==> config.mk <==
export PLATFORM = sky130hd
export DESIGN_NAME = rfl_rx_regs
export DESIGN_NICKNAME = d
export VERILOG_FILES = /design/src/include/rfl_pkg.sv /design/src/include/rfl_pll_if.sv /design/src/verilog/rfl_nco.sv /design/src/verilog/rfl_rx_regs.sv
export SDC_FILE = /design/constraint.sdc
export NUM_CORES = 1
export LEC_CHECK = 0
export BUFFER_PORTS_ARGS = -buffer_cell sky130_fd_sc_hd__buf_2
export CAP_MARGIN = 10
export CORE_MARGIN = 4
export CORE_UTILIZATION = 65
export DETAILED_ROUTE_END_ITERATION = 16
export GPL_ROUTABILITY_DRIVEN = 0
export PLACE_DENSITY = 0.92
export SLEW_MARGIN = 15
export SYNTH_ARGS = -nofsm -noshare
export SYNTH_HDL_FRONTEND = slang
export SYNTH_SLANG_ARGS = --single-unit
==> constraint.sdc <==
create_clock -name ref_clk_i -period 9.7 [get_ports ref_clk_i]
set_input_delay 1.94 -clock ref_clk_i [delete_from_list [all_inputs] [get_ports ref_clk_i]]
set_output_delay 1.94 -clock ref_clk_i [all_outputs]
set_load 0.01 [all_outputs]
==> src/include/rfl_pkg.sv <==
// Offsets, field positions, reset values and counts of the receive block
package rfl_pkg;
    // Register offsets
    localparam logic [7:0] ADR_CTRL   = 8'hC5;
    localparam logic [7:0] ADR_NCO_HI = 8'hC6;
    localparam logic [7:0] ADR_NCO_LO = 8'hC7;
    localparam logic [7:0] ADR_CRC    = 8'hC9;
    localparam logic [7:0] ADR_PAJ    = 8'hCA;
    localparam logic [7:0] ADR_PAC    = 8'hCB;
    localparam logic [7:0] ADR_OH1    = 8'hD2;
    localparam logic [7:0] ADR_OH2    = 8'hD3;
    localparam logic [7:0] ADR_OH3    = 8'hD4;
    localparam logic [7:0] ADR_OH4    = 8'hD5;
    localparam logic [7:0] ADR_FSW    = 8'hDD;
    localparam logic [7:0] ADR_FSWSB  = 8'hDE;
    localparam logic [7:0] ADR_FRCTL  = 8'hE0;
    localparam logic [7:0] ADR_FRSTAT = 8'hE1;
    // Reset values
    localparam logic [7:0] RST_CTRL   = 8'h00;
    localparam logic [7:0] RST_NCO_HI = 8'h17;
    localparam logic [7:0] RST_NCO_LO = 8'h5A;
    localparam logic [7:0] RST_PAJ    = 8'h2C;
    localparam logic [7:0] RST_PAC    = 8'h15;
    localparam logic [7:0] RST_FSW    = 8'h00;
    localparam logic [7:0] RST_FSWSB  = 8'h00;
    localparam logic [7:0] RST_FRCTL  = 8'h00;
    localparam logic [7:0] RST_RO     = 8'h00;
    // Writable bits
    localparam logic [7:0] MASK_6BIT  = 8'h3F;
    localparam logic [7:0] MASK_FRCTL = 8'h42;
    // Loopback and timing control bits
    localparam int B_BYPASS   = 5;
    localparam int B_HLOOP    = 4;
    localparam int B_RLB      = 3;
    localparam int B_LLB_CLK  = 2;
    localparam int B_LLB      = 1;
    localparam int B_RCLK_DIS = 0;
    // Framer control and status bits
    localparam int B_AUTO_LOSS = 6;
    localparam int B_ERCNT_RST = 1;
    localparam int B_REACQ     = 0;
    localparam int B_SYNC      = 3;
    localparam int B_FSDET     = 2;
    // Counts
    localparam logic [7:0] CRC_MAX      = 8'hFF;
    localparam logic [1:0] GOOD_TO_SYNC = 2'h2;
    localparam logic [2:0] BAD_TO_LOSS  = 3'h5;
    localparam int         NCO_ACC_W    = 24;

    typedef enum logic {FR_HUNT, FR_SYNC} rfl_fr_state_t;
endpackage

==> src/include/rfl_pll_if.sv <==
// Control and clock lines between the register block and its PLL
`timescale 1ns/10ps
interface rfl_pll_if;
    logic [5:0]  alpha;
    logic [5:0]  beta;
    logic [15:0] cw;
    logic        load;
    logic        phase_up;
    logic        phase_dn;
    logic        clk_out;
    modport ctrl (output alpha, beta, cw, load, phase_up, phase_dn,
                  input clk_out);
    modport nco  (input alpha, beta, cw, load, phase_up, phase_dn,
                  output clk_out);
endinterface

==> src/verilog/rfl_nco.sv <==
// Digital PLL oscillator that makes the receive payload clock
`timescale 1ns/10ps
module rfl_nco
    import rfl_pkg::*;
#(
    parameter int ACC_W = NCO_ACC_W  // Phase accumulator width
)(
    input  wire logic ref_clk_i,     // System clock
    input  wire logic rst_i,         // Sync reset, high
    rfl_pll_if.nco    pll            // Control and clock out
);
    localparam logic [ACC_W-1:0] NOM = {2'b01, {(ACC_W-2){1'b0}}};

    logic [5:0]       div_cnt_reg;
    logic             tick;
    logic [15:0]      cw_reg;
    logic [ACC_W-1:0] acc_reg;
    logic [ACC_W-1:0] step;
    logic             up_reg;
    logic             dn_reg;
    logic             clk_reg;

    // Beta sets the accumulator update rate
    assign tick = (div_cnt_reg >= pll.beta);

    always_ff @(posedge ref_clk_i) begin
        if (rst_i || tick) begin
            div_cnt_reg <= 6'h00;
        end else begin
            div_cnt_reg <= div_cnt_reg + 6'h01;
        end
    end

    always_ff @(posedge ref_clk_i) begin
        if (rst_i) begin
            cw_reg <= {RST_NCO_HI, RST_NCO_LO};
        end else if (pll.load) begin
            cw_reg <= pll.cw;
        end
    end

    // Phase requests wait for the next update
    always_ff @(posedge ref_clk_i) begin
        if (rst_i) begin
            up_reg <= 1'b0;
            dn_reg <= 1'b0;
        end else begin
            up_reg <= pll.phase_up || (up_reg && !tick);
            dn_reg <= pll.phase_dn || (dn_reg && !tick);
        end
    end

    always_comb begin
        step = NOM + ACC_W'($signed(cw_reg));
        if (up_reg && !dn_reg) begin
            step = step + ACC_W'(pll.alpha);
        end else if (dn_reg && !up_reg) begin
            step = step - ACC_W'(pll.alpha);
        end
    end

    always_ff @(posedge ref_clk_i) begin
        if (rst_i) begin
            acc_reg <= '0;
            clk_reg <= 1'b0;
        end else begin
            if (tick) begin
                acc_reg <= acc_reg + step;
            end
            clk_reg <= acc_reg[ACC_W-1];
        end
    end

    assign pll.clk_out = clk_reg;
endmodule // rfl_nco

==> src/verilog/rfl_rx_regs.sv <==
// Receive framer loopback, PLL control, CRC count and overhead registers
`timescale 1ns/10ps
//
// Behaviour
// - Bypass bit routes payload around framer; cleared keeps framer in path.
// - Framer loopback bit feeds framer output back to framer input.
// - Remote loopback sends receive data, sync and clock to transmit side.
// - Clock local loopback drives receive clock from transmit clock, not PLL.
// - Data local loopback drives receive data and sync from transmit side.
// - Receive clock disable bit stops driving the receive clock output.
// - Loopback and timing control reads zero after reset: all normal.
// - 16-bit signed control word moves to accumulator on high byte write.
// - Control word resets to high byte 17h and low byte 5Ah.
// - Six-bit phase adjustment alpha resets to 2Ch.
// - Six-bit division ratio beta resets to 15h.
// - Digital PLL makes receive clock from alpha, beta and control word.
// - CRC error counter increments per error, saturates at FFh, clears.
// - Overhead one holds channel bits 10,8,7,6,5,4,3,2.
// - Overhead two holds channel bits 19,18,16,15,14,13,12,11.
// - Overhead three holds indicator, bit 1, loss defect, bits 24 to 20.
// - Overhead four holds bit 17, segment defect, bit 9, anomaly, stuff.
// - Ten-bit sync pattern, head bit 7 first, tail bit 0 last.
// - Expected stuff bits in bits 5:2, bit 3 first; both reset zero.
// - Sync after two good frames; optional loss after five bad frames.
module rfl_rx_regs
    import rfl_pkg::*;
(
    input  wire logic        ref_clk_i,        // System clock
    input  wire logic        rst_i,            // Sync reset, high
    input  wire logic        wb_cyc_i,         // Bus cycle
    input  wire logic        wb_stb_i,         // Bus strobe
    input  wire logic        wb_we_i,          // Write enable
    input  wire logic [7:0]  wb_adr_i,         // Register offset
    input  wire logic [7:0]  wb_dat_i,         // Write data
    input  wire logic [0:0]  wb_sel_i,         // Byte select
    output logic      [7:0]  wb_dat_o,         // Read data
    output logic             wb_ack_o,         // Acknowledge
    input  wire logic        tx_serial_data_i, // Transmit data pin
    input  wire logic        tx_frame_sync_i,  // Transmit sync pin
    input  wire logic        tx_clock_i,       // Transmit clock pin
    output logic             rx_serial_data_o, // Receive data pin
    output logic             rx_frame_sync_o,  // Receive sync pin
    output logic             rx_clock_o,       // Receive clock pin
    output logic             rx_clock_oe_o,    // Receive clock enable
    input  wire logic        raw_data_i,       // Unframed line data
    input  wire logic        raw_sync_i,       // Unframed line sync
    input  wire logic        demap_data_i,     // Framer output data
    input  wire logic        demap_sync_i,     // Framer output sync
    output logic             framer_in_o,      // Framer input data
    output logic             tx_path_data_o,   // To transmit data
    output logic             tx_path_sync_o,   // To transmit sync
    output logic             tx_path_clock_o,  // To transmit clock
    input  wire logic        frame_done_i,     // Frame end pulse
    input  wire logic [9:0]  rx_sync_word_i,   // Received sync word
    input  wire logic [3:0]  rx_stuff_i,       // Stuff bits, 3 first
    input  wire logic [24:1] rx_eoc_i,         // Channel bits 24..1
    input  wire logic        rx_uib_i,         // Unspecified bit
    input  wire logic        rx_losd_i,        // Loss of signal
    input  wire logic        rx_segd_i,        // Segment defect
    input  wire logic        rx_sega_i,        // Segment anomaly
    input  wire logic        crc_error_i,      // CRC error pulse
    input  wire logic        phase_early_i,    // Slow clock down
    input  wire logic        phase_late_i,     // Speed clock up
    output logic             frame_sync_o      // Framer in sync
);

    // Link pins, two-flop synchronisers
    logic [2:0] link_meta_reg;
    logic [2:0] link_sync_reg;
    logic       tx_ser_s;
    logic       tx_fs_s;
    logic       tx_clk_s;

    always_ff @(posedge ref_clk_i) begin
        if (rst_i) begin
            link_meta_reg <= 3'h0;
            link_sync_reg <= 3'h0;
        end else begin
            link_meta_reg <= {tx_clock_i, tx_frame_sync_i,
                              tx_serial_data_i};
            link_sync_reg <= link_meta_reg;
        end
    end

    assign tx_ser_s = link_sync_reg[0];
    assign tx_fs_s  = link_sync_reg[1];
    assign tx_clk_s = link_sync_reg[2];

    // Bus slave
    logic wb_req;
    logic wb_new;
    logic wr_en;
    logic ack_reg;
    logic [7:0] rd_data;
    logic [7:0] dat_reg;

    assign wb_req = wb_cyc_i && wb_stb_i;
    assign wb_new = wb_req && !ack_reg;
    assign wr_en  = wb_new && wb_we_i && wb_sel_i[0];

    always_ff @(posedge ref_clk_i) begin
        if (rst_i) begin
            ack_reg <= 1'b0;
        end else begin
            ack_reg <= wb_new;
        end
    end

    always_ff @(posedge ref_clk_i) begin
        if (rst_i) begin
            dat_reg <= 8'h00;
        end else if (wb_new && !wb_we_i) begin
            dat_reg <= rd_data;
        end
    end

    assign wb_ack_o = ack_reg;
    assign wb_dat_o = dat_reg;

    // Software registers
    logic [7:0] ctrl_reg;
    logic [7:0] nco_hi_reg;
    logic [7:0] nco_lo_reg;
    logic [7:0] paj_reg;
    logic [7:0] pac_reg;
    logic [7:0] fsw_reg;
    logic [7:0] fswsb_reg;
    logic [7:0] frctl_reg;
    logic       reacq_reg;
    logic       nco_load_reg;

    always_ff @(posedge ref_clk_i) begin
        if (rst_i) begin
            ctrl_reg <= RST_CTRL;
        end else if (wr_en && wb_adr_i == ADR_CTRL) begin
            ctrl_reg <= wb_dat_i & MASK_6BIT;
        end
    end

    always_ff @(posedge ref_clk_i) begin
        if (rst_i) begin
            nco_hi_reg   <= RST_NCO_HI;
            nco_lo_reg   <= RST_NCO_LO;
            nco_load_reg <= 1'b0;
        end else begin
            nco_load_reg <= wr_en && wb_adr_i == ADR_NCO_HI;
            if (wr_en && wb_adr_i == ADR_NCO_HI) begin
                nco_hi_reg <= wb_dat_i;
            end
            if (wr_en && wb_adr_i == ADR_NCO_LO) begin
                nco_lo_reg <= wb_dat_i;
            end
        end
    end

    always_ff @(posedge ref_clk_i) begin
        if (rst_i) begin
            paj_reg <= RST_PAJ;
            pac_reg <= RST_PAC;
        end else begin
            if (wr_en && wb_adr_i == ADR_PAJ) begin
                paj_reg <= wb_dat_i & MASK_6BIT;
            end
            if (wr_en && wb_adr_i == ADR_PAC) begin
                pac_reg <= wb_dat_i & MASK_6BIT;
            end
        end
    end

    always_ff @(posedge ref_clk_i) begin
        if (rst_i) begin
            fsw_reg   <= RST_FSW;
            fswsb_reg <= RST_FSWSB;
        end else begin
            if (wr_en && wb_adr_i == ADR_FSW) begin
                fsw_reg <= wb_dat_i;
            end
            if (wr_en && wb_adr_i == ADR_FSWSB) begin
                fswsb_reg <= wb_dat_i & MASK_6BIT;
            end
        end
    end

    // Reacquire is a pulse, not stored
    always_ff @(posedge ref_clk_i) begin
        if (rst_i) begin
            frctl_reg <= RST_FRCTL;
            reacq_reg <= 1'b0;
        end else begin
            reacq_reg <= wr_en && wb_adr_i == ADR_FRCTL
                         && wb_dat_i[B_REACQ];
            if (wr_en && wb_adr_i == ADR_FRCTL) begin
                frctl_reg <= wb_dat_i & MASK_FRCTL;
            end
        end
    end

    // Digital PLL
    rfl_pll_if pll_bus ();

    assign pll_bus.alpha    = paj_reg[5:0];
    assign pll_bus.beta     = pac_reg[5:0];
    assign pll_bus.cw       = {nco_hi_reg, nco_lo_reg};
    assign pll_bus.load     = nco_load_reg;
    assign pll_bus.phase_up = phase_late_i;
    assign pll_bus.phase_dn = phase_early_i;

    rfl_nco #(
        .ACC_W     (NCO_ACC_W)
    ) u_nco (
        .ref_clk_i (ref_clk_i),
        .rst_i     (rst_i),
        .pll       (pll_bus.nco)
    );

    // Frame alignment
    logic          frame_good;
    rfl_fr_state_t fr_state_reg;
    logic [1:0]    good_cnt_reg;
    logic [2:0]    bad_cnt_reg;
    logic          fsdet_reg;

    assign frame_good = (rx_sync_word_i == {fsw_reg, fswsb_reg[1:0]})
                        && (rx_stuff_i == fswsb_reg[5:2]);

    always_ff @(posedge ref_clk_i) begin
        if (rst_i || reacq_reg) begin
            fr_state_reg <= FR_HUNT;
        end else if (frame_done_i) begin
            unique case (fr_state_reg)
                FR_HUNT: begin
                    if (frame_good
                        && good_cnt_reg == GOOD_TO_SYNC - 2'h1) begin
                        fr_state_reg <= FR_SYNC;
                    end
                end
                FR_SYNC: begin
                    if (!frame_good && frctl_reg[B_AUTO_LOSS]
                        && bad_cnt_reg >= BAD_TO_LOSS - 3'h1) begin
                        fr_state_reg <= FR_HUNT;
                    end
                end
            endcase
        end
    end

    always_ff @(posedge ref_clk_i) begin
        if (rst_i || reacq_reg) begin
            good_cnt_reg <= 2'h0;
            bad_cnt_reg  <= 3'h0;
        end else if (frame_done_i) begin
            if (fr_state_reg == FR_HUNT && frame_good) begin
                good_cnt_reg <= good_cnt_reg + 2'h1;
            end else begin
                good_cnt_reg <= 2'h0;
            end
            if (fr_state_reg == FR_HUNT || frame_good) begin
                bad_cnt_reg <= 3'h0;
            end else if (bad_cnt_reg != BAD_TO_LOSS) begin
                bad_cnt_reg <= bad_cnt_reg + 3'h1;
            end
        end
    end

    assign frame_sync_o = (fr_state_reg == FR_SYNC);

    // CRC error count; an error beats a clear
    logic [7:0] crc_reg;

    always_ff @(posedge ref_clk_i) begin
        if (rst_i) begin
            crc_reg <= RST_RO;
        end else if (crc_error_i) begin
            if (frctl_reg[B_ERCNT_RST]) begin
                crc_reg <= 8'h01;
            end else if (crc_reg != CRC_MAX) begin
                crc_reg <= crc_reg + 8'h01;
            end
        end else if (frctl_reg[B_ERCNT_RST]) begin
            crc_reg <= RST_RO;
        end
    end

    // Overhead capture, once per frame
    logic [7:0] oh1_reg;
    logic [7:0] oh2_reg;
    logic [7:0] oh3_reg;
    logic [7:0] oh4_reg;

    always_ff @(posedge ref_clk_i) begin
        if (rst_i) begin
            oh1_reg   <= RST_RO;
            oh2_reg   <= RST_RO;
            oh3_reg   <= RST_RO;
            oh4_reg   <= RST_RO;
            fsdet_reg <= 1'b0;
        end else if (frame_done_i) begin
            oh1_reg   <= {rx_eoc_i[10], rx_eoc_i[8:2]};
            oh2_reg   <= {rx_eoc_i[19:18], rx_eoc_i[16:11]};
            oh3_reg   <= {rx_uib_i, rx_eoc_i[1], rx_losd_i,
                          rx_eoc_i[24:20]};
            oh4_reg   <= {rx_eoc_i[17], rx_segd_i, rx_eoc_i[9],
                          rx_sega_i, rx_stuff_i};
            fsdet_reg <= frame_good;
        end
    end

    always_comb begin
        case (wb_adr_i)
            ADR_CTRL:   rd_data = ctrl_reg;
            ADR_NCO_HI: rd_data = nco_hi_reg;
            ADR_NCO_LO: rd_data = nco_lo_reg;
            ADR_CRC:    rd_data = crc_reg;
            ADR_PAJ:    rd_data = paj_reg;
            ADR_PAC:    rd_data = pac_reg;
            ADR_OH1:    rd_data = oh1_reg;
            ADR_OH2:    rd_data = oh2_reg;
            ADR_OH3:    rd_data = oh3_reg;
            ADR_OH4:    rd_data = oh4_reg;
            ADR_FSW:    rd_data = fsw_reg;
            ADR_FSWSB:  rd_data = fswsb_reg;
            ADR_FRCTL:  rd_data = frctl_reg;
            ADR_FRSTAT: rd_data = {4'h0, frame_sync_o, fsdet_reg, 2'h0};
            default:    rd_data = 8'h00;
        endcase
    end

    // Payload steering and loopbacks
    logic path_data;
    logic path_sync;
    logic rx_data_next;
    logic rx_sync_next;
    logic clk_src;
    logic rx_clk_next;

    assign path_data    = ctrl_reg[B_BYPASS] ? raw_data_i
                                             : demap_data_i;
    assign path_sync    = ctrl_reg[B_BYPASS] ? raw_sync_i
                                             : demap_sync_i;
    assign rx_data_next = ctrl_reg[B_LLB] ? tx_ser_s : path_data;
    assign rx_sync_next = ctrl_reg[B_LLB] ? tx_fs_s : path_sync;
    assign clk_src      = ctrl_reg[B_LLB_CLK] ? tx_clk_s
                                              : pll_bus.clk_out;
    assign rx_clk_next  = clk_src && !ctrl_reg[B_RCLK_DIS];

    always_ff @(posedge ref_clk_i) begin
        if (rst_i) begin
            rx_serial_data_o <= 1'b0;
            rx_frame_sync_o  <= 1'b0;
            rx_clock_o       <= 1'b0;
            rx_clock_oe_o    <= 1'b0;
            framer_in_o      <= 1'b0;
        end else begin
            rx_serial_data_o <= rx_data_next;
            rx_frame_sync_o  <= rx_sync_next;
            rx_clock_o       <= rx_clk_next;
            rx_clock_oe_o    <= !ctrl_reg[B_RCLK_DIS];
            framer_in_o      <= ctrl_reg[B_HLOOP] ? demap_data_i
                                                  : raw_data_i;
        end
    end

    always_ff @(posedge ref_clk_i) begin
        if (rst_i) begin
            tx_path_data_o  <= 1'b0;
            tx_path_sync_o  <= 1'b0;
            tx_path_clock_o <= 1'b0;
        end else if (ctrl_reg[B_RLB]) begin
            tx_path_data_o  <= rx_data_next;
            tx_path_sync_o  <= rx_sync_next;
            tx_path_clock_o <= clk_src;
        end else begin
            tx_path_data_o  <= tx_ser_s;
            tx_path_sync_o  <= tx_fs_s;
            tx_path_clock_o <= tx_clk_s;
        end
    end
endmodule // rfl_rx_regs

==> results of run 1 <==
area by class of cell:
class | instances | share of cell area (%)
multi-input cells | 872 | 55.4
flip-flops and latches | 171 | 31.7
repair buffers | 96 | 4.56
clock buffers | 18 | 4.07
well taps | 184 | 2.13
clock inverters | 13 | 1.10
inverters | 30 | 1.04
report_power, final:
| part | switching (mW) | total [mW] | internal [mW] |
|---|---|---|---|
| Sequential | 0.0105 | 0.727 | 0.716 |
| Clock | 0.298 | 0.658 | 0.361 |
| Combinational | 0.0738 | 0.121 | 0.0468 |
| Total | 0.382 | 1.51 | 1.12 |
per-layer routing:
layer	routed length, um	GRT usage [%]	up-vias
li1	-	-	4223
met1	10600	40.6	4299
met2	12400	48.8	582
met3	2660	7.40	128
met4	1190	17.2	0
met5	0	0	-
kinds of logic after synthesis:
group	after synthesis	share of synthesized area [%]
muxes	116	11.9
xor gates and xnor gates	44	3.94
buffers and inverters	92	3.90
AOI/OAI and AO/OA	238	17.2
DFF	171	35.0
and+or+nand+nor	421	21.1
adders and majority gates	53	6.98
how the worst min path moves through the flow:
stage                                      startpoint                     endpoint  slack (ns)  depth (start not counted)
after global placement    link_meta_reg[1]$_SDFF_PP0_  link_sync_reg[1]$_SDFF_PP0_        0.42                          1
after CTS                 link_meta_reg[0]$_SDFF_PP0_  link_sync_reg[0]$_SDFF_PP0_        0.44                          1
after floorplan           link_meta_reg[0]$_SDFF_PP0_  link_sync_reg[0]$_SDFF_PP0_        0.41                          1
after detailed placement  link_meta_reg[0]$_SDFF_PP0_  link_sync_reg[0]$_SDFF_PP0_        0.43                          1
after global routing      link_meta_reg[0]$_SDFF_PP0_  link_sync_reg[0]$_SDFF_PP0_        0.46                          1
final                     link_meta_reg[0]$_SDFF_PP0_  link_sync_reg[0]$_SDFF_PP0_        0.44                          1
metrics by stage:
stage / hold WS (ns) / worst slack [ns] / instance area (um2) / utilization, %
2_1_floorplan: 0.414 / 5.94 / 9790 / -
3_3_place_gp: 0.417 / 5.38 / 10200 / 70.0
3_5_place_dp: 0.430 / 5.29 / 10200 / 70.0
4_1_cts: 0.444 / 5.51 / 10800 / 73.8
5_1_grt: 0.463 / 5.15 / 10800 / 73.8
6_report: 0.441 / 5.45 / 10800 / 73.8
critical path, stage by stage (launching register included):
cell and delay, ns:
dfxtp_1 0.37, inv_1 0.06, ha_1 0.20, fa_1 0.41, nor2b_1 0.14, o21ai_0 0.12, a21oi_1 0.33, o21ai_4 0.14
a221oi_1 0.33, xnor2_1 0.13, ha_1 0.42, and4_1 0.25, nand3_1 0.08, a21oi_1 0.38, o311ai_0 0.27, or4_1 0.46
nand3_1 0.10
cells in the final DEF, fill, tap and decap left out, types with 28 or more instances in the layout:
cell type  count
dfxtp_1      171
nor2_1       152
mux2i_1      115
nand2_1       94
buf_2         91
a21oi_1       64
ha_1          49
nand3_1       37
xnor2_1       33
o21ai_0       31
inv_1         28
==> impl_metrics.json, run 1 <==
{
  "outcome": "complete, no violations",
  "maxSlewHeadroom_pct": 21.7,
  "required_ns": 10.07,
  "track_usage_pct": 31.4,
  "skew_ns": 0.00902,
  "min_path_type": "register to register",
  "dr.pass1.iters": 6,
  "cts_tree": "yes",
  "htreeDepth": 4,
  "final-hold-violation-count": 0,
  "fin_crit_sh_pct": 43.8,
  "via_count": 9232,
  "cts.sinks": 171,
  "startpoint": "u_nco.cw_reg[0]$_SDFFE_PP0P_",
  "rows": 44,
  "syn_area_um2": 9790,
  "numCtsBuffers": 17,
  "yosysTopAreaCell": "dfxtp_1",
  "fillerInstances": 969,
  "synth_seq_area_share_pct": 35.0,
  "ys_seq_elements": 171,
  "ys_types": 90,
  "regArea_um2": 3420,
  "reg2reg_to": "u_nco.acc_reg[15]$_SDFFE_PP0P_",
  "final_layout_size_suffix_gt1_share_pct": 12.9,
  "avgSynthCellArea_um2": 8.62,
  "clk_pin_slew_worst_paths_ns": 0.06,
  "synth-main-ff-cell": "dfxtp_1",
  "grt_pass1_wl_mm": 42.9,
  "dp_hpwl_mm": 18.3,
  "worst_pin_slew_ns": 1.17,
  "synthArstFlopShare_pct": 0,
  "place_inst": 1353,
  "antennaDiodeCount": 0,
  "synth.most_common_cell": "dfxtp_1",
  "cts_root_buffer": "clkbuf_16",
  "ctsResizeCount": 0,
  "yosys.area.top_type_share_pct": 35.0,
  "die_w_um": 131,
  "largest_reg_flops": 24,
  "clk_latency_ns": 0.44,
  "critPathLaunchType": "register",
  "fin_nets": 1315,
  "synth_edf_count": 0,
  "multi_input_area_um2": 5980,
  "total_power_mw": 1.51,
  "setup_viol": 0,
  "ant_nets": 0,
  "final.min_clock_period_ns": 4.25,
  "cp-endpoint": "u_nco.acc_reg[15]$_SDFFE_PP0P_",
  "tns_ns": 0,
  "drt_drc_violations_left": 0,
  "clock_path_buffers": 2,
  "grt.overflow.total": 0,
  "area_delta_synth_final_pct": 10.4,
  "syn_nets": 1262,
  "grt_max_degree": 72,
  "routed_wl_mm": 26.9,
  "postCtsSetupBuffers": 0,
  "r2r_start": "u_nco.cw_reg[0]$_SDFFE_PP0P_",
  "wl_per_cell_um": 19.4,
  "critical_path_arrival_ns": 4.62,
  "ys_top_cells_by_area": "dfxtp_1 (35%), mux2i_1 (12%), ha_1 (6.3%)",
  "routed_via_density": 6.67,
  "vdd.ir_drop.worst_mv": 0.158,
  "rsz0062_at_grt": "no",
  "grt_pass1_vias": 8652,
  "drv_slew": 0,
  "r2r_cells": 16,
  "io_pins": 93,
  "portBuffers": 92,
  "drt-initial-drc-count": 1391,
  "synth_commonest_cells": "dfxtp_1 (171), nor2_1 (152), mux2i_1 (115)",
  "start_util_pct": 66.8,
  "die_area_um2": 17100,
  "cts_hold_buf": 0,
  "ys.warnings.count": 0,
  "leakage_nw": 4.72,
  "power_density_nw_per_um2": 139,
  "synthCells": 1135,
  "clock.fmax_mhz": 235,
  "dieHeight_um": 131,
  "cap_violations": 0,
  "instances_no_fill": 1384,
  "regToRegSetupSlack_ns": 5.45,
  "antenna_found_initial": 0,
  "endpoint_kind": "register",
  "crit_type": "register to register",
  "core_region_area_um2": 14600,
  "crit_path_max_fanout": 7
}
(Power assumes the default switching activity.)
==> run 2: changes to the inputs <==
--- a/config.mk
+++ b/config.mk
@@ -8,10 +8,10 @@
 export BUFFER_PORTS_ARGS = -buffer_cell sky130_fd_sc_hd__buf_2
 export CAP_MARGIN = 10
 export CORE_MARGIN = 4
-export CORE_UTILIZATION = 65
+export CORE_UTILIZATION = 60
 export DETAILED_ROUTE_END_ITERATION = 16
 export GPL_ROUTABILITY_DRIVEN = 0
-export PLACE_DENSITY = 0.92
+export PLACE_DENSITY = 0.87
 export SLEW_MARGIN = 15
 export SYNTH_ARGS = -nofsm -noshare
 export SYNTH_HDL_FRONTEND = slang
==> constraint.sdc (replaced) <==
create_clock -name ref_clk_i -period 4.01 [get_ports ref_clk_i]
set_input_delay 0.802 -clock ref_clk_i [delete_from_list [all_inputs] [get_ports ref_clk_i]]
set_output_delay 0.802 -clock ref_clk_i [all_outputs]
set_load 0.01 [all_outputs]
==> impl_metrics.json, run 2 (synthesized netlist as in run 1, its figures left out) <==
{
  "outcome": "complete, no violations",
  "cts_tree": "yes",
  "final-hold-violation-count": 0,
  "antennaDiodeCount": 0,
  "clk_latency_ns": 0.44,
  "startpoint": "paj_reg[0]$_SDFFE_PP0P_",
  "clk_pin_slew_worst_paths_ns": 0.07,
  "wl_per_cell_um": 19.0,
  "setup_viol": 0,
  "worstPathCellList": "ha_1 -> fa_1 -> nand2b_1 -> a21oi_2 -> o21ai_2 -> a21oi_2 -> buf_4 -> a32oi_2 -> xnor2_2 -> ha_2 -> a21oi_1 -> o21ai_0 -> nor2_1 -> or4b_1 -> nand4_1 -> nand4_1",
  "grt_pass1_wl_mm": 43.1,
  "track_usage_pct": 29.1,
  "cts_root_buffer": "clkbuf_16",
  "drv_slew": 0,
  "io_pins": 93,
  "final_cell_mix": "dfxtp_1 (169), nor2_1 (152), mux2i_1 (115), nand2_1 (94), buf_2 (91)",
  "fin_nets": 1337,
  "critPathLaunchType": "register",
  "hold_depth": 1,
  "reg2reg_to": "u_nco.acc_reg[23]$_SDFFE_PP0P_",
  "drt_drc_violations_left": 0,
  "place_ws_ns": -0.0282,
  "instances_no_fill": 1438,
  "maxSlewHeadroom_pct": 34.6,
  "endpoint_kind": "register",
  "cp-endpoint": "u_nco.acc_reg[23]$_SDFFE_PP0P_",
  "r2r_cells": 16,
  "worst_pin_slew_ns": 0.980,
  "power_density_nw_per_um2": 335,
  "largest_reg_flops": 24,
  "total_power_mw": 3.72,
  "crit_type": "register to register",
  "min_path_type": "register to register",
  "numCtsBuffers": 17,
  "required_ns": 4.32,
  "vdd.ir_drop.worst_mv": 0.333,
  "layout_commonest_cell": "dfxtp_1",
  "dieHeight_um": 136,
  "fin_crit_sh_pct": 95.4,
  "drt-initial-drc-count": 993,
  "timing.final.ws_setup_ns": 0.183,
  "routed_wl_mm": 27.3,
  "tns_ns": 0,
  "grt_max_degree": 77,
  "place_inst": 1405,
  "crit_path_max_fanout": 7,
  "r2r_start": "paj_reg[0]$_SDFFE_PP0P_",
  "via_count": 9168,
  "antenna_found_initial": 0,
  "rows": 46,
  "leakage_nw": 4.84,
  "dr.pass1.iters": 7,
  "skew_ns": 0.0121,
  "routed_via_density": 6.38,
  "cp_slowest_cell": "or4b_1",
  "clock.fmax_mhz": 261,
  "ant_nets": 0,
  "cp.depth": 16,
  "area_delta_synth_final_pct": 13.7,
  "start_util_pct": 61.4,
  "grt_pass1_vias": 8646,
  "final_layout_size_suffix_gt1_share_pct": 16.1,
  "critPathTopFamily": "simple AND/OR/NAND/NOR gates",
  "cts_hold_buf": 0,
  "cp.buffers_inverters": 1,
  "die_w_um": 136,
  "grt.overflow.total": 0,
  "cts.sinks": 171,
  "die_area_um2": 18400,
  "htreeDepth": 4,
  "core_region_area_um2": 15900,
  "portBuffers": 92,
  "max_stage_delay_ns": 0.53,
  "regToRegSetupSlack_ns": 0.18,
  "dp_hpwl_mm": 19.2,
  "critical_path_arrival_ns": 4.14,
  "final.min_clock_period_ns": 3.83,
  "cap_violations": 0,
  "clock_path_buffers": 2
}
==> run 2: changes by cell type in the layout (fill, tap and decap cells not counted), sizes merged <==
cell / delta
buf: +22
bufinv: +1
clkinv: -3
clkbuf: +1
clkinvlp: +1
==> run 2: power by group <==
group          switching [mW]  internal [mW]
Combinational           0.183          0.122
Sequential             0.0247           1.73
Clock                   0.722          0.937
Total                   0.930           2.79
==> run 2: routing by layer <==
metal  global-route usage [%]  share of wire (%)
met1                     37.5                 39
met2                     47.0                 47
met4                     12.0                3.7
met3                     6.76                 10
met5                        0                  0
==> run 2: layout make-up <==
class,count,area (um2)
clock buffer,19,443
clock inverter,12,138
fill,1186,4820
inverter,30,113
multi-input combinational,872,6080
sequential,171,3430
tap,216,270
timing repair buffer,118,658
==> run 2: what timing repair did <==
action | in CTS | in global routing
pin swaps | 0 | 9
setup endpoints to repair | 6 | 12
resized for setup | 4 | 25
setup buffers | 0 | 2
==> run 2: stage by stage <==
| stage | hold slack [ns] | instance area [um2] | utilization (%) |
|---|---|---|---|
| after floorplan | 0.414 | 9790 | - |
| after global placement | 0.420 | 10400 | 65.4 |
| after detailed placement | 0.433 | 10400 | 65.4 |
| after CTS | 0.452 | 11000 | 69.1 |
| after global routing | 0.470 | 11100 | 69.8 |
| final | 0.452 | 11100 | 69.8 |
==> run 2: how the worst min path moves through the flow <==
stage	slack (ns)	to	startpoint
global route	0.47	link_sync_reg[1]$_SDFF_PP0_	link_meta_reg[1]$_SDFF_PP0_
detailed placement	0.43	link_sync_reg[1]$_SDFF_PP0_	link_meta_reg[1]$_SDFF_PP0_
global placement	0.42	link_sync_reg[1]$_SDFF_PP0_	link_meta_reg[1]$_SDFF_PP0_
floorplan	0.41	link_sync_reg[0]$_SDFF_PP0_	link_meta_reg[0]$_SDFF_PP0_
CTS	0.45	link_sync_reg[1]$_SDFF_PP0_	link_meta_reg[1]$_SDFF_PP0_
finish	0.45	link_sync_reg[1]$_SDFF_PP0_	link_meta_reg[1]$_SDFF_PP0_
